<file path="src/pfd_pkg.sv">
// Package with constants, register map and types of the fault and dither block.
package pfd_pkg;
    // ----------
    // Register map
    // ----------
    localparam logic [7:0] PFD_CTRL_OFS = 8'h00;
    localparam logic [7:0] PFD_INPUT_OFS = 8'h04;
    localparam logic [7:0] PFD_DITHER_OFS = 8'h08;
    localparam logic [7:0] PFD_CMP_OFS = 8'h0C;
    localparam logic [7:0] PFD_FRAC_OFS = 8'h10;
    localparam logic [7:0] PFD_CMD_OFS = 8'h14;
    localparam logic [7:0] PFD_STATUS_OFS = 8'h18;
    // ----------
    // Field positions
    // ----------
    localparam int PFD_ENABLE_BIT = 0;
    localparam int PFD_WAVEFORM_GENERATION_MODE_LSB = 4;
    localparam int PFD_MODE_B_LSB = 8;
    localparam int PFD_RESTART_BIT = 0;
    localparam int PFD_DT_B_LSB = 16;
    localparam int PFD_CLR_LSB = 12;
    localparam int PFD_STAT_HALT_BIT = 0;
    localparam int PFD_STAT_PHASE_LSB = 4;
    localparam int PFD_STAT_ACC_LSB = 8;
    // ----------
    // Reset values
    // ----------
    localparam logic [11:0] PFD_CMP_RST = 12'h010;
    localparam logic [7:0] PFD_FRAC_RST = 8'h00;
    localparam logic [3:0] PFD_MODE_RST = 4'h0;
    // ----------
    // Fault input modes handled here
    // ----------
    localparam logic [3:0] PFD_MODE_HALT = 4'h7;
    localparam logic [3:0] PFD_MODE_JUMP = 4'h8;
    localparam logic [3:0] PFD_MODE_EDGE = 4'h9;
    localparam logic [3:0] PFD_MODE_LEVEL = 4'hA;

    typedef enum logic [1:0] {
        PFD_WG_ONE_RAMP,
        PFD_WG_TWO_RAMP,
        PFD_WG_FOUR_RAMP,
        PFD_WG_DUAL_SLOPE
    } pfd_waveform_generation_mode_e;

    typedef enum logic [1:0] {
        PFD_DITH_OTB,
        PFD_DITH_OTAB,
        PFD_DITH_DTB,
        PFD_DITH_DTAB
    } pfd_dither_e;

    typedef enum logic [1:0] {
        PFD_PH_DTA,
        PFD_PH_OTA,
        PFD_PH_DTB,
        PFD_PH_OTB
    } pfd_phase_e;
endpackage

</file>
<file path="src/pfd_sync2.sv">
// Two flip-flop synchroniser for one fault input line.
`timescale 1ns/1ps
module pfd_sync2 (
    input wire logic hclk,
    input wire logic hresetn,
    input wire logic async_in,
    output logic sync_out
);
    logic stage1;
    logic next_stage1;
    logic next_sync_out;

    always_comb begin
        next_stage1 = async_in;
        next_sync_out = stage1;
    end

    always_ff @(posedge hclk or negedge hresetn) begin
        if (!hresetn) begin
            stage1 <= 1'b0;
            sync_out <= 1'b0;
        end else begin
            stage1 <= next_stage1;
            sync_out <= next_sync_out;
        end
    end
endmodule

</file>
<file path="src/pfd_fault_gate.sv">
// Output gating of one waveform output for fault input modes 9 and 10.
`timescale 1ns/1ps
module pfd_fault_gate
    import pfd_pkg::*;
(
    input wire logic hclk,
    input wire logic hresetn,
    input wire logic [3:0] mode,
    input wire logic fault_level,
    input wire logic fault_rise,
    input wire logic own_on_time,
    output logic block_out
);
    logic next_block_out;

    always_comb begin
        next_block_out = block_out;
        if (!own_on_time) begin
            next_block_out = 1'b0;
        end
        if (mode == PFD_MODE_EDGE && own_on_time && fault_rise) begin
            next_block_out = 1'b1; // RQ6
        end
        if (mode == PFD_MODE_LEVEL && fault_level) begin
            next_block_out = 1'b1; // RQ7
        end
    end

    always_ff @(posedge hclk or negedge hresetn) begin
        if (!hresetn) begin
            block_out <= 1'b0;
        end else begin
            block_out <= next_block_out;
        end
    end
endmodule

</file>
<file path="src/pfd_top.sv">
// Fault input modes 7 to 10 and dither logic of the control PWM timer.
// Operation
// (RQ1) Mode 7: any fault event halts both outputs and counter until restart.
// (RQ2) Mode 7: fault still high at restart halts again at once.
// (RQ3) Restart after mode 7 halt always resumes at dead time A.
// (RQ4) Mode 8: input A rise in on time A ends A, jumps to B.
// (RQ5) Mode 8: input B rise in on time B ends B, jumps to A.
// (RQ6) Mode 9: rising edge blocks matching output for rest of on time.
// (RQ7) Mode 10: output off while input active and rest of that on time.
// (RQ8) Mode 10: each input gates only its own output.
// (RQ9) Dither accumulates fraction per cycle; overflow inserts one clock.
// (RQ10) Placement selects on B, on A and B, dead B, dead A and B.
// (RQ11) Added cycles depend on ramp mode and placement selection.
// (RQ12) One ramp: only output B clear compare sets cycle length; the code sums all four phase lengths in every mode.
// (RQ13) Dual slope mode: dithering has no effect.
// (RQ14) Zero-added placement shortens the following state by the inserted cycle.
// (RQ15) Each event input has its own fault input mode field.
// (RQ16) Software clears the fault before issuing restart.
//
// Local design decisions: the placing of the registers and register access over AHB-Lite.
`timescale 1ns/1ps
module pfd_top
    import pfd_pkg::*;
(
    input wire logic hclk,
    input wire logic hresetn,
    input wire logic hsel,
    input wire logic [31:0] haddr,
    input wire logic [1:0] htrans,
    input wire logic hwrite,
    input wire logic [2:0] hsize,
    input wire logic [31:0] hwdata,
    input wire logic hready,
    output logic [31:0] hrdata,
    output logic hreadyout,
    output logic hresp,
    input wire logic event_in_a,
    input wire logic event_in_b,
    output logic wave_out_a,
    output logic wave_out_b,
    output logic [1:0] counter_phase
);
    // ----------
    // Register state
    // ----------
    logic enable, next_enable;
    logic halted, next_halted;
    logic [7:0] dither_acc, next_dither_acc;
    logic [1:0] waveform_generation_mode, next_waveform_generation_mode;
    logic [3:0] fault_input_mode_a, next_mode_a;
    logic [3:0] fault_input_mode_b, next_mode_b;
    logic [1:0] dither_placement, next_dither_placement;
    logic [11:0] dead_time_a, next_dead_time_a;
    logic [11:0] dead_time_b, next_dead_time_b;
    logic [11:0] on_time_a, next_on_time_a;
    logic [11:0] out_b_clear_compare, next_clear;
    logic [7:0] dither_frac, next_dither_frac;
    logic restart_req, next_restart_req;
    logic wr_pend, next_wr_pend;
    logic [7:0] wr_addr, next_wr_addr;
    logic [31:0] next_hrdata;
    logic addr_ok;
    logic fault_a, fault_b, fault_a_q, fault_b_q;
    // ----------
    // Input synchronisers
    // ----------
    pfd_sync2 u_sync_a (
        .hclk(hclk),
        .hresetn(hresetn),
        .async_in(event_in_a),
        .sync_out(fault_a)
    );
    pfd_sync2 u_sync_b (
        .hclk(hclk),
        .hresetn(hresetn),
        .async_in(event_in_b),
        .sync_out(fault_b)
    );
    // ----------
    // AHB-Lite slave
    // ----------
    assign addr_ok = hsel && hready && htrans[1];

    always_comb begin
        next_wr_pend = addr_ok && hwrite;
        next_wr_addr = addr_ok ? haddr[7:0] : wr_addr;
        next_enable = enable;
        next_waveform_generation_mode = waveform_generation_mode;
        next_mode_a = fault_input_mode_a;
        next_mode_b = fault_input_mode_b;
        next_dither_placement = dither_placement;
        next_dead_time_a = dead_time_a;
        next_dead_time_b = dead_time_b;
        next_on_time_a = on_time_a;
        next_clear = out_b_clear_compare;
        next_dither_frac = dither_frac;
        next_restart_req = 1'b0;
        next_hrdata = hrdata;
        if (wr_pend) begin
            case (wr_addr)
                PFD_CTRL_OFS: begin
                    next_enable = hwdata[PFD_ENABLE_BIT];
                    next_waveform_generation_mode = hwdata[PFD_WAVEFORM_GENERATION_MODE_LSB +: 2];
                end
                PFD_INPUT_OFS: begin
                    next_mode_a = hwdata[3:0]; // RQ15
                    next_mode_b = hwdata[PFD_MODE_B_LSB +: 4]; // RQ15
                end
                PFD_DITHER_OFS: next_dither_placement = hwdata[1:0]; // RQ10
                PFD_CMP_OFS: begin
                    next_dead_time_a = hwdata[11:0];
                    next_dead_time_b = hwdata[PFD_DT_B_LSB +: 12];
                end
                PFD_FRAC_OFS: begin
                    next_on_time_a = hwdata[11:0];
                    next_clear = hwdata[PFD_CLR_LSB +: 12];
                    next_dither_frac = hwdata[31:24];
                end
                PFD_CMD_OFS: next_restart_req = hwdata[PFD_RESTART_BIT];
                default: next_restart_req = 1'b0;
            endcase
        end
        if (addr_ok && !hwrite) begin
            case (haddr[7:0])
                PFD_CTRL_OFS: next_hrdata = {26'h0, waveform_generation_mode,
                    3'h0, enable};
                PFD_INPUT_OFS: next_hrdata = {20'h0, fault_input_mode_b,
                    4'h0, fault_input_mode_a};
                PFD_DITHER_OFS: next_hrdata = {30'h0, dither_placement};
                PFD_CMP_OFS: next_hrdata = {4'h0, dead_time_b, 4'h0,
                    dead_time_a};
                PFD_FRAC_OFS: next_hrdata = {dither_frac,
                    out_b_clear_compare, on_time_a};
                PFD_STATUS_OFS: next_hrdata = {16'h0, dither_acc, 2'h0,
                    counter_phase, 3'h0, halted};
                default: next_hrdata = 32'h0000_0000;
            endcase
        end
    end
    // ----------
    // Counter flow, halt and dither
    // ----------
    logic [11:0] count, next_count;
    logic [1:0] next_phase;
    logic stretch, next_stretch;
    logic shorten, next_shorten;
    logic dith_ovf, next_dith_ovf;
    logic [11:0] phase_len, phase_end;
    logic rise_a, rise_b, sel_phase, adds_cycle;
    logic block_a, block_b, next_wave_a, next_wave_b;
    logic [8:0] acc_sum;

    assign rise_a = fault_a && !fault_a_q;
    assign rise_b = fault_b && !fault_b_q;

    always_comb begin
        case (counter_phase)
            PFD_PH_DTA: phase_len = dead_time_a;
            PFD_PH_OTA: phase_len = on_time_a;
            PFD_PH_DTB: phase_len = dead_time_b;
            default: phase_len = out_b_clear_compare; // RQ12
        endcase
        case (dither_placement)
            PFD_DITH_OTB: sel_phase = counter_phase == PFD_PH_OTB;
            PFD_DITH_OTAB: sel_phase = counter_phase[0]; // RQ10
            PFD_DITH_DTB: sel_phase = counter_phase == PFD_PH_DTB;
            default: sel_phase = !counter_phase[0];
        endcase
        case (waveform_generation_mode)
            PFD_WG_ONE_RAMP: adds_cycle = counter_phase == PFD_PH_OTB; // RQ11
            PFD_WG_TWO_RAMP: adds_cycle = counter_phase[0]; // RQ11
            PFD_WG_FOUR_RAMP: adds_cycle = 1'b1; // RQ11
            default: adds_cycle = 1'b0; // RQ13
        endcase
        phase_end = phase_len;
        if (stretch) begin
            phase_end = phase_len + 12'h001; // RQ9
        end else if (shorten && phase_len != 12'h000) begin
            phase_end = phase_len - 12'h001; // RQ14
        end
        acc_sum = {1'b0, dither_acc} + {1'b0, dither_frac};
        next_count = count;
        next_phase = counter_phase;
        next_halted = halted;
        next_dither_acc = dither_acc;
        next_dith_ovf = dith_ovf;
        next_stretch = stretch;
        next_shorten = shorten;
        if (!enable) begin
            next_count = 12'h000;
            next_phase = PFD_PH_DTA;
            next_halted = 1'b0;
            next_stretch = 1'b0;
            next_shorten = 1'b0;
        end else if (halted) begin
            if (restart_req) begin
                next_halted = 1'b0; // RQ1
                next_count = 12'h000;
                next_phase = PFD_PH_DTA; // RQ3
                next_stretch = 1'b0;
                next_shorten = 1'b0;
            end
        end else if ((fault_input_mode_a == PFD_MODE_HALT && fault_a) ||
                     (fault_input_mode_b == PFD_MODE_HALT && fault_b)) begin
            next_halted = 1'b1; // RQ1 RQ2
        end else if (fault_input_mode_a == PFD_MODE_JUMP && rise_a &&
                     counter_phase == PFD_PH_OTA) begin
            next_count = 12'h000;
            next_phase = PFD_PH_DTB; // RQ4
            next_stretch = 1'b0;
        end else if (fault_input_mode_b == PFD_MODE_JUMP && rise_b &&
                     counter_phase == PFD_PH_OTB) begin
            next_count = 12'h000;
            next_phase = PFD_PH_DTA; // RQ5
            next_stretch = 1'b0;
        end else if (count >= phase_end) begin
            next_count = 12'h000;
            next_phase = counter_phase + 2'd1;
            next_shorten = stretch && !adds_cycle; // RQ14
            next_stretch = 1'b0;
            if (counter_phase == PFD_PH_OTB) begin
                next_dither_acc = acc_sum[7:0]; // RQ9
                next_dith_ovf = acc_sum[8];
            end
        end else begin
            next_count = count + 12'h001;
            if (count == 12'h000) begin
                if (dith_ovf && sel_phase && waveform_generation_mode !=
                        PFD_WG_DUAL_SLOPE) begin
                    next_stretch = 1'b1; // RQ9 RQ13
                end
                if (counter_phase == PFD_PH_OTB) begin
                    next_dith_ovf = 1'b0;
                end
            end
        end
        next_wave_a = !halted && !next_halted && counter_phase == PFD_PH_OTA
            && !block_a && enable;
        next_wave_b = !halted && !next_halted && counter_phase == PFD_PH_OTB
            && !block_b && enable;
    end

    pfd_fault_gate u_gate_a (
        .hclk(hclk),
        .hresetn(hresetn),
        .mode(fault_input_mode_a),
        .fault_level(fault_a),
        .fault_rise(rise_a),
        .own_on_time(counter_phase == PFD_PH_OTA),
        .block_out(block_a)
    ); // RQ8
    pfd_fault_gate u_gate_b (
        .hclk(hclk),
        .hresetn(hresetn),
        .mode(fault_input_mode_b),
        .fault_level(fault_b),
        .fault_rise(rise_b),
        .own_on_time(counter_phase == PFD_PH_OTB),
        .block_out(block_b)
    ); // RQ8

    always_ff @(posedge hclk or negedge hresetn) begin
        if (!hresetn) begin
            enable <= 1'b0;
            waveform_generation_mode <= PFD_WG_ONE_RAMP;
            fault_input_mode_a <= PFD_MODE_RST;
            fault_input_mode_b <= PFD_MODE_RST;
            dither_placement <= PFD_DITH_OTB;
            dead_time_a <= PFD_CMP_RST;
            dead_time_b <= PFD_CMP_RST;
            on_time_a <= PFD_CMP_RST;
            out_b_clear_compare <= PFD_CMP_RST;
            dither_frac <= PFD_FRAC_RST;
            restart_req <= 1'b0;
            wr_pend <= 1'b0;
            wr_addr <= 8'h00;
            hrdata <= 32'h0000_0000;
            hreadyout <= 1'b1;
            hresp <= 1'b0;
            fault_a_q <= 1'b0;
            fault_b_q <= 1'b0;
            count <= 12'h000;
            counter_phase <= PFD_PH_DTA;
            halted <= 1'b0;
            dither_acc <= 8'h00;
            dith_ovf <= 1'b0;
            stretch <= 1'b0;
            shorten <= 1'b0;
            wave_out_a <= 1'b0;
            wave_out_b <= 1'b0;
        end else begin
            enable <= next_enable;
            waveform_generation_mode <= next_waveform_generation_mode;
            fault_input_mode_a <= next_mode_a;
            fault_input_mode_b <= next_mode_b;
            dither_placement <= next_dither_placement;
            dead_time_a <= next_dead_time_a;
            dead_time_b <= next_dead_time_b;
            on_time_a <= next_on_time_a;
            out_b_clear_compare <= next_clear;
            dither_frac <= next_dither_frac;
            restart_req <= next_restart_req;
            wr_pend <= next_wr_pend;
            wr_addr <= next_wr_addr;
            hrdata <= next_hrdata;
            hreadyout <= 1'b1;
            hresp <= 1'b0;
            fault_a_q <= fault_a;
            fault_b_q <= fault_b;
            count <= next_count;
            counter_phase <= next_phase;
            halted <= next_halted;
            dither_acc <= next_dither_acc;
            dith_ovf <= next_dith_ovf;
            stretch <= next_stretch;
            shorten <= next_shorten;
            wave_out_a <= next_wave_a;
            wave_out_b <= next_wave_b;
        end
    end
endmodule

</file>
<file path="config.mk">
export PLATFORM = sky130hd
export DESIGN_NAME = pfd_top
export DESIGN_NICKNAME = d
export VERILOG_FILES = /design/src/pfd_pkg.sv /design/src/pfd_sync2.sv /design/src/pfd_fault_gate.sv /design/src/pfd_top.sv
export SDC_FILE = /design/constraint.sdc
export NUM_CORES = 1
export LEC_CHECK = 0
export BUFFER_PORTS_ARGS = -buffer_cell sky130_fd_sc_hd__buf_2
export CORE_AREA = 4 4 159 161
export DETAILED_ROUTE_END_ITERATION = 12
export DIE_AREA = 0 0 163 165
export GPL_ROUTABILITY_DRIVEN = 0
export GPL_TIMING_DRIVEN = 0
export REMOVE_ABC_BUFFERS = 1
export SYNTH_ARGS = -nofsm -noshare
export SYNTH_HDL_FRONTEND = slang
export SYNTH_SLANG_ARGS = --single-unit
</file>
<file path="constraint.sdc">
create_clock -name hclk -period 6.05 [get_ports hclk]
set_input_delay 0.605 -clock hclk [delete_from_list [all_inputs] [get_ports hclk]]
set_output_delay 0.605 -clock hclk [all_outputs]
set_load 0.01 [all_outputs]
</file>
==> results.py <==
metrics = {
    "clock_tree": {
        "holdBufCountCts": 0,
        "clk_latency_ns": 0.43,
        "tritoncts": "built",
        "clockBufferDepth": 2,
        "clkSinkCount": 147,
        "cts_setup_buffers": 0,
        "cts.repair.resized": 0,
        "htreeDepth": 4,
        "numCtsBuffers": 17,
        "clk_pin_slew_ns": 0.06,
        "clock-root-buffer": "clkbuf_16",
    },
    "layout": {
        "fill_cells": 2418,
        "ff_latch_area_um2": 3680,
        "antennaDiodeCount": 0,
        "multi_input_area_um2": 3720,
        "stdcell_count": 1102,
        "area_delta_synth_final_pct": 19.3,
        "postLayoutCoreUtil_pct": 37.7,
        "fin_nets": 870,
        "stdcell_area_um2": 9040,
        "drive_above_1_share_pct": 29.4,
    },
    "yosys": {
        "netlist_instances": 689,
        "ys_ff_latch": 147,
        "yosysMostFrequentCell": "dfrtp_1",
        "synthTopCellsByCount": "dfrtp_1 (143), mux2_2 (85), nand2_1 (70), o21ai_0 (42), nor2_1 (36)",
        "syn_area_um2": 7580,
        "synth_async_sr_flop_share_pct": 100,
        "synth.largest_area_cell": "dfrtp_1",
        "syn_area_per_cell_um2": 11.0,
        "ys_seq_area_share_pct": 48.6,
        "synth-edff-count": 0,
        "synth_top_area_share_pct": 47.2,
        "ys_warn_count": 0,
        "ys_top_cells_by_area": "dfrtp_1 (47%), mux2_2 (13%), ha_1 (4.6%), nand2_1 (3.5%), mux2i_1 (2.8%)",
        "yosysUniqueCellTypes": 64,
        "synth-main-ff-cell": "dfrtp_1",
    },
    "placed_design": {
        "dpl.hpwl_mm": 14.2,
        "postPlaceCellArea_um2": 8380,
        "place_inst": 1070,
        "io_buffers": 83,
    },
    "floorplanning": {
        "start_util_pct": 31.6,
        "die_h_um": 165,
        "fp-row-count": 57,
        "core-area_um2": 24000,
        "ios": 114,
        "die_w_um": 163,
        "dieArea_um2": 26900,
    },
    "sta": {
        "post-route-period-util_pct": 92.7,
        "skew_ns": 0.0122,
        "rsz0062_at_grt": "no",
        "slew_viol_final": 0,
        "fmax_mhz": 178,
        "tightest_slew_ns": 1.03,
        "hold_viol": 0,
        "fin_hold_ws_ns": 0.160,
        "setup-violations-final": 0,
        "relSlewSlack_pct": 31.0,
        "min_period_ns": 5.61,
        "final.setup.tns_ns": 0,
    },
    "global_route": {
        "grt_max_degree": 87,
        "grt_pass1_vias": 5474,
        "grt_pass1_wl_mm": 31.3,
        "antenna_found_initial": 1,
        "grt-ovfl-total": 0,
        "grtUsageTotal_pct": 15.1,
    },
    "detailed_routing": {
        "viasPerCell": 5.13,
        "drc": 0,
        "vias": 5655,
        "postRouteAntennaNets": 0,
        "drtPass1Iterations": 8,
        "totalWireLength_mm": 20.0,
        "drtIter0Drc": 435,
        "wl_per_cell_um": 18.1,
    },
    "flow_run": {
        "maxCapViolCount": 0,
    },
    "setup_path": {
        "worstSetupPathType": "register to register",
        "crit_arrival_ns": 5.91,
        "worstSetupEndpointType": "register",
        "setup.reg_to_reg.worst_slack_ns": 0.44,
        "required_ns": 6.35,
        "path_max_fanout": 12,
        "setup.worst_path.start_class": "register",
    },
    "pwr": {
        "power_leakage_nw": 4.11,
        "power_density_nw_per_um2": 264,
        "peakVddDrop_v": 0.000169,
    },
    "hold_path": {
        "hp-class": "input port to async pin",
    },
    "status": {
        "outcome": "complete, no violations",
    },
}
[worst max-delay path: stages, from the launching register on]
cell,delay [ns]
dfrtp_1,0.49
inv_1,0.15
ha_1,0.49
a222oi_1,0.62
a21oi_1,0.31
or3_4,0.47
nor4_4,0.38
a31oi_1,0.19
nor2_1,0.15
xnor2_1,0.18
ha_1,0.27
nand2b_1,0.14
a21o_1,0.17
a211o_1,0.29
a21oi_1,0.22
nand3_1,0.21
or4b_2,0.64
o311ai_0,0.12
[final cells by class]
type | count | share of cell area (%)
Multi-Input combinational cell | 495 | 41.1
Sequential cell | 147 | 40.7
Timing Repair Buffer | 87 | 5.72
Clock buffer | 18 | 4.86
Tap cell | 324 | 4.48
Clock inverter | 14 | 2.34
Inverter | 17 | 0.706
[power by group]
part	total (W)	switching [W]	internal (W)
combinational	0.000148	0.0000799	0.0000677
clock	0.00118	0.000468	0.000717
sequential	0.00106	0.0000353	0.00102
[final timing paths]
| check | from | end | depth (start not counted) |
|---|---|---|---|
| worst min register to register | u_sync_a.next_sync_out$_DFF_PN0_ | u_sync_a.sync_out$_DFF_PN0_ | 0 |
| max in group asynchronous | hresetn | dead_time_b[4]$_DFFE_PN1P_ | 2 |
| worst max register to register | counter_phase[0]$_DFFE_PN0P_ | count[2]$_DFFE_PN0P_ | 17 |
| worst max-delay path | counter_phase[0]$_DFFE_PN0P_ | count[2]$_DFFE_PN0P_ | 17 |
| worst min-delay path | hresetn | wave_out_b$_DFF_PN0_ | 1 |
| min in group hclk | event_in_b | u_sync_b.next_sync_out$_DFF_PN0_ | 1 |
[sequential cells by signal, indices dropped and copies added, names as in the netlist, 12 cells and up]
name,count
hrdata,32
count,12
dead_time_a,12
dead_time_b,12
on_time_a,12
out_b_clear_compare,12
[cell families after synthesis]
group,count (synthesis),synth area share [%]
buf+inv,47,2.66
simple gates,187,12.4
fa+ha+maj,29,4.89
other cells,2,0.0991
mux,106,15.4
xor+xnor,25,2.89
flops,147,48.6
compound gates,146,13.0
[metal layers]
layer | share of wire, % | vias up | global-route usage (%)
met4 | 1.8 | 2 | 4.77
met2 | 44 | 183 | 22.4
met5 | 0.060 | - | 0
met3 | 7.5 | 27 | 4.64
li1 | - | 2669 | -
met1 | 47 | 2774 | 21.3
[through the flow]
step | setup slack, ns | total power [W]
2_1_floorplan | 1.50 | 0.00114
3_3_place_gp | 0.245 | 0.00121
3_5_place_dp | 0.286 | 0.00122
4_1_cts | 0.253 | 0.00241
5_1_grt | 0.0529 | 0.00247
6_report | 0.444 | 0.00239
[layout by cell type (no fill, tap or decap), types with 3 or more instances in the layout]
cell / count
a222oi_1: 9
or3_1: 3
xor2_1: 11
buf_2: 82
nor3_1: 9
nor2b_1: 13
a21oi_1: 27
a22o_1: 5
nor4b_1: 4
o21ai_0: 42
nand3_1: 9
a22oi_1: 21
ha_1: 27
nor2_1: 35
nand3b_1: 3
bufinv_16: 4
mux2_2: 85
nor4_1: 8
nand2b_1: 4
mux2i_1: 21
and2_1: 5
xnor2_1: 14
inv_1: 16
nand4_1: 5
a21o_1: 4
dfrtp_1: 143
dfstp_2: 4
inv_6: 6
clkbuf_16: 17
a31oi_1: 4
o31ai_1: 5
nand2_1: 70
o22a_1: 4
and3_1: 4
Power figures use the tool's default switching activity.
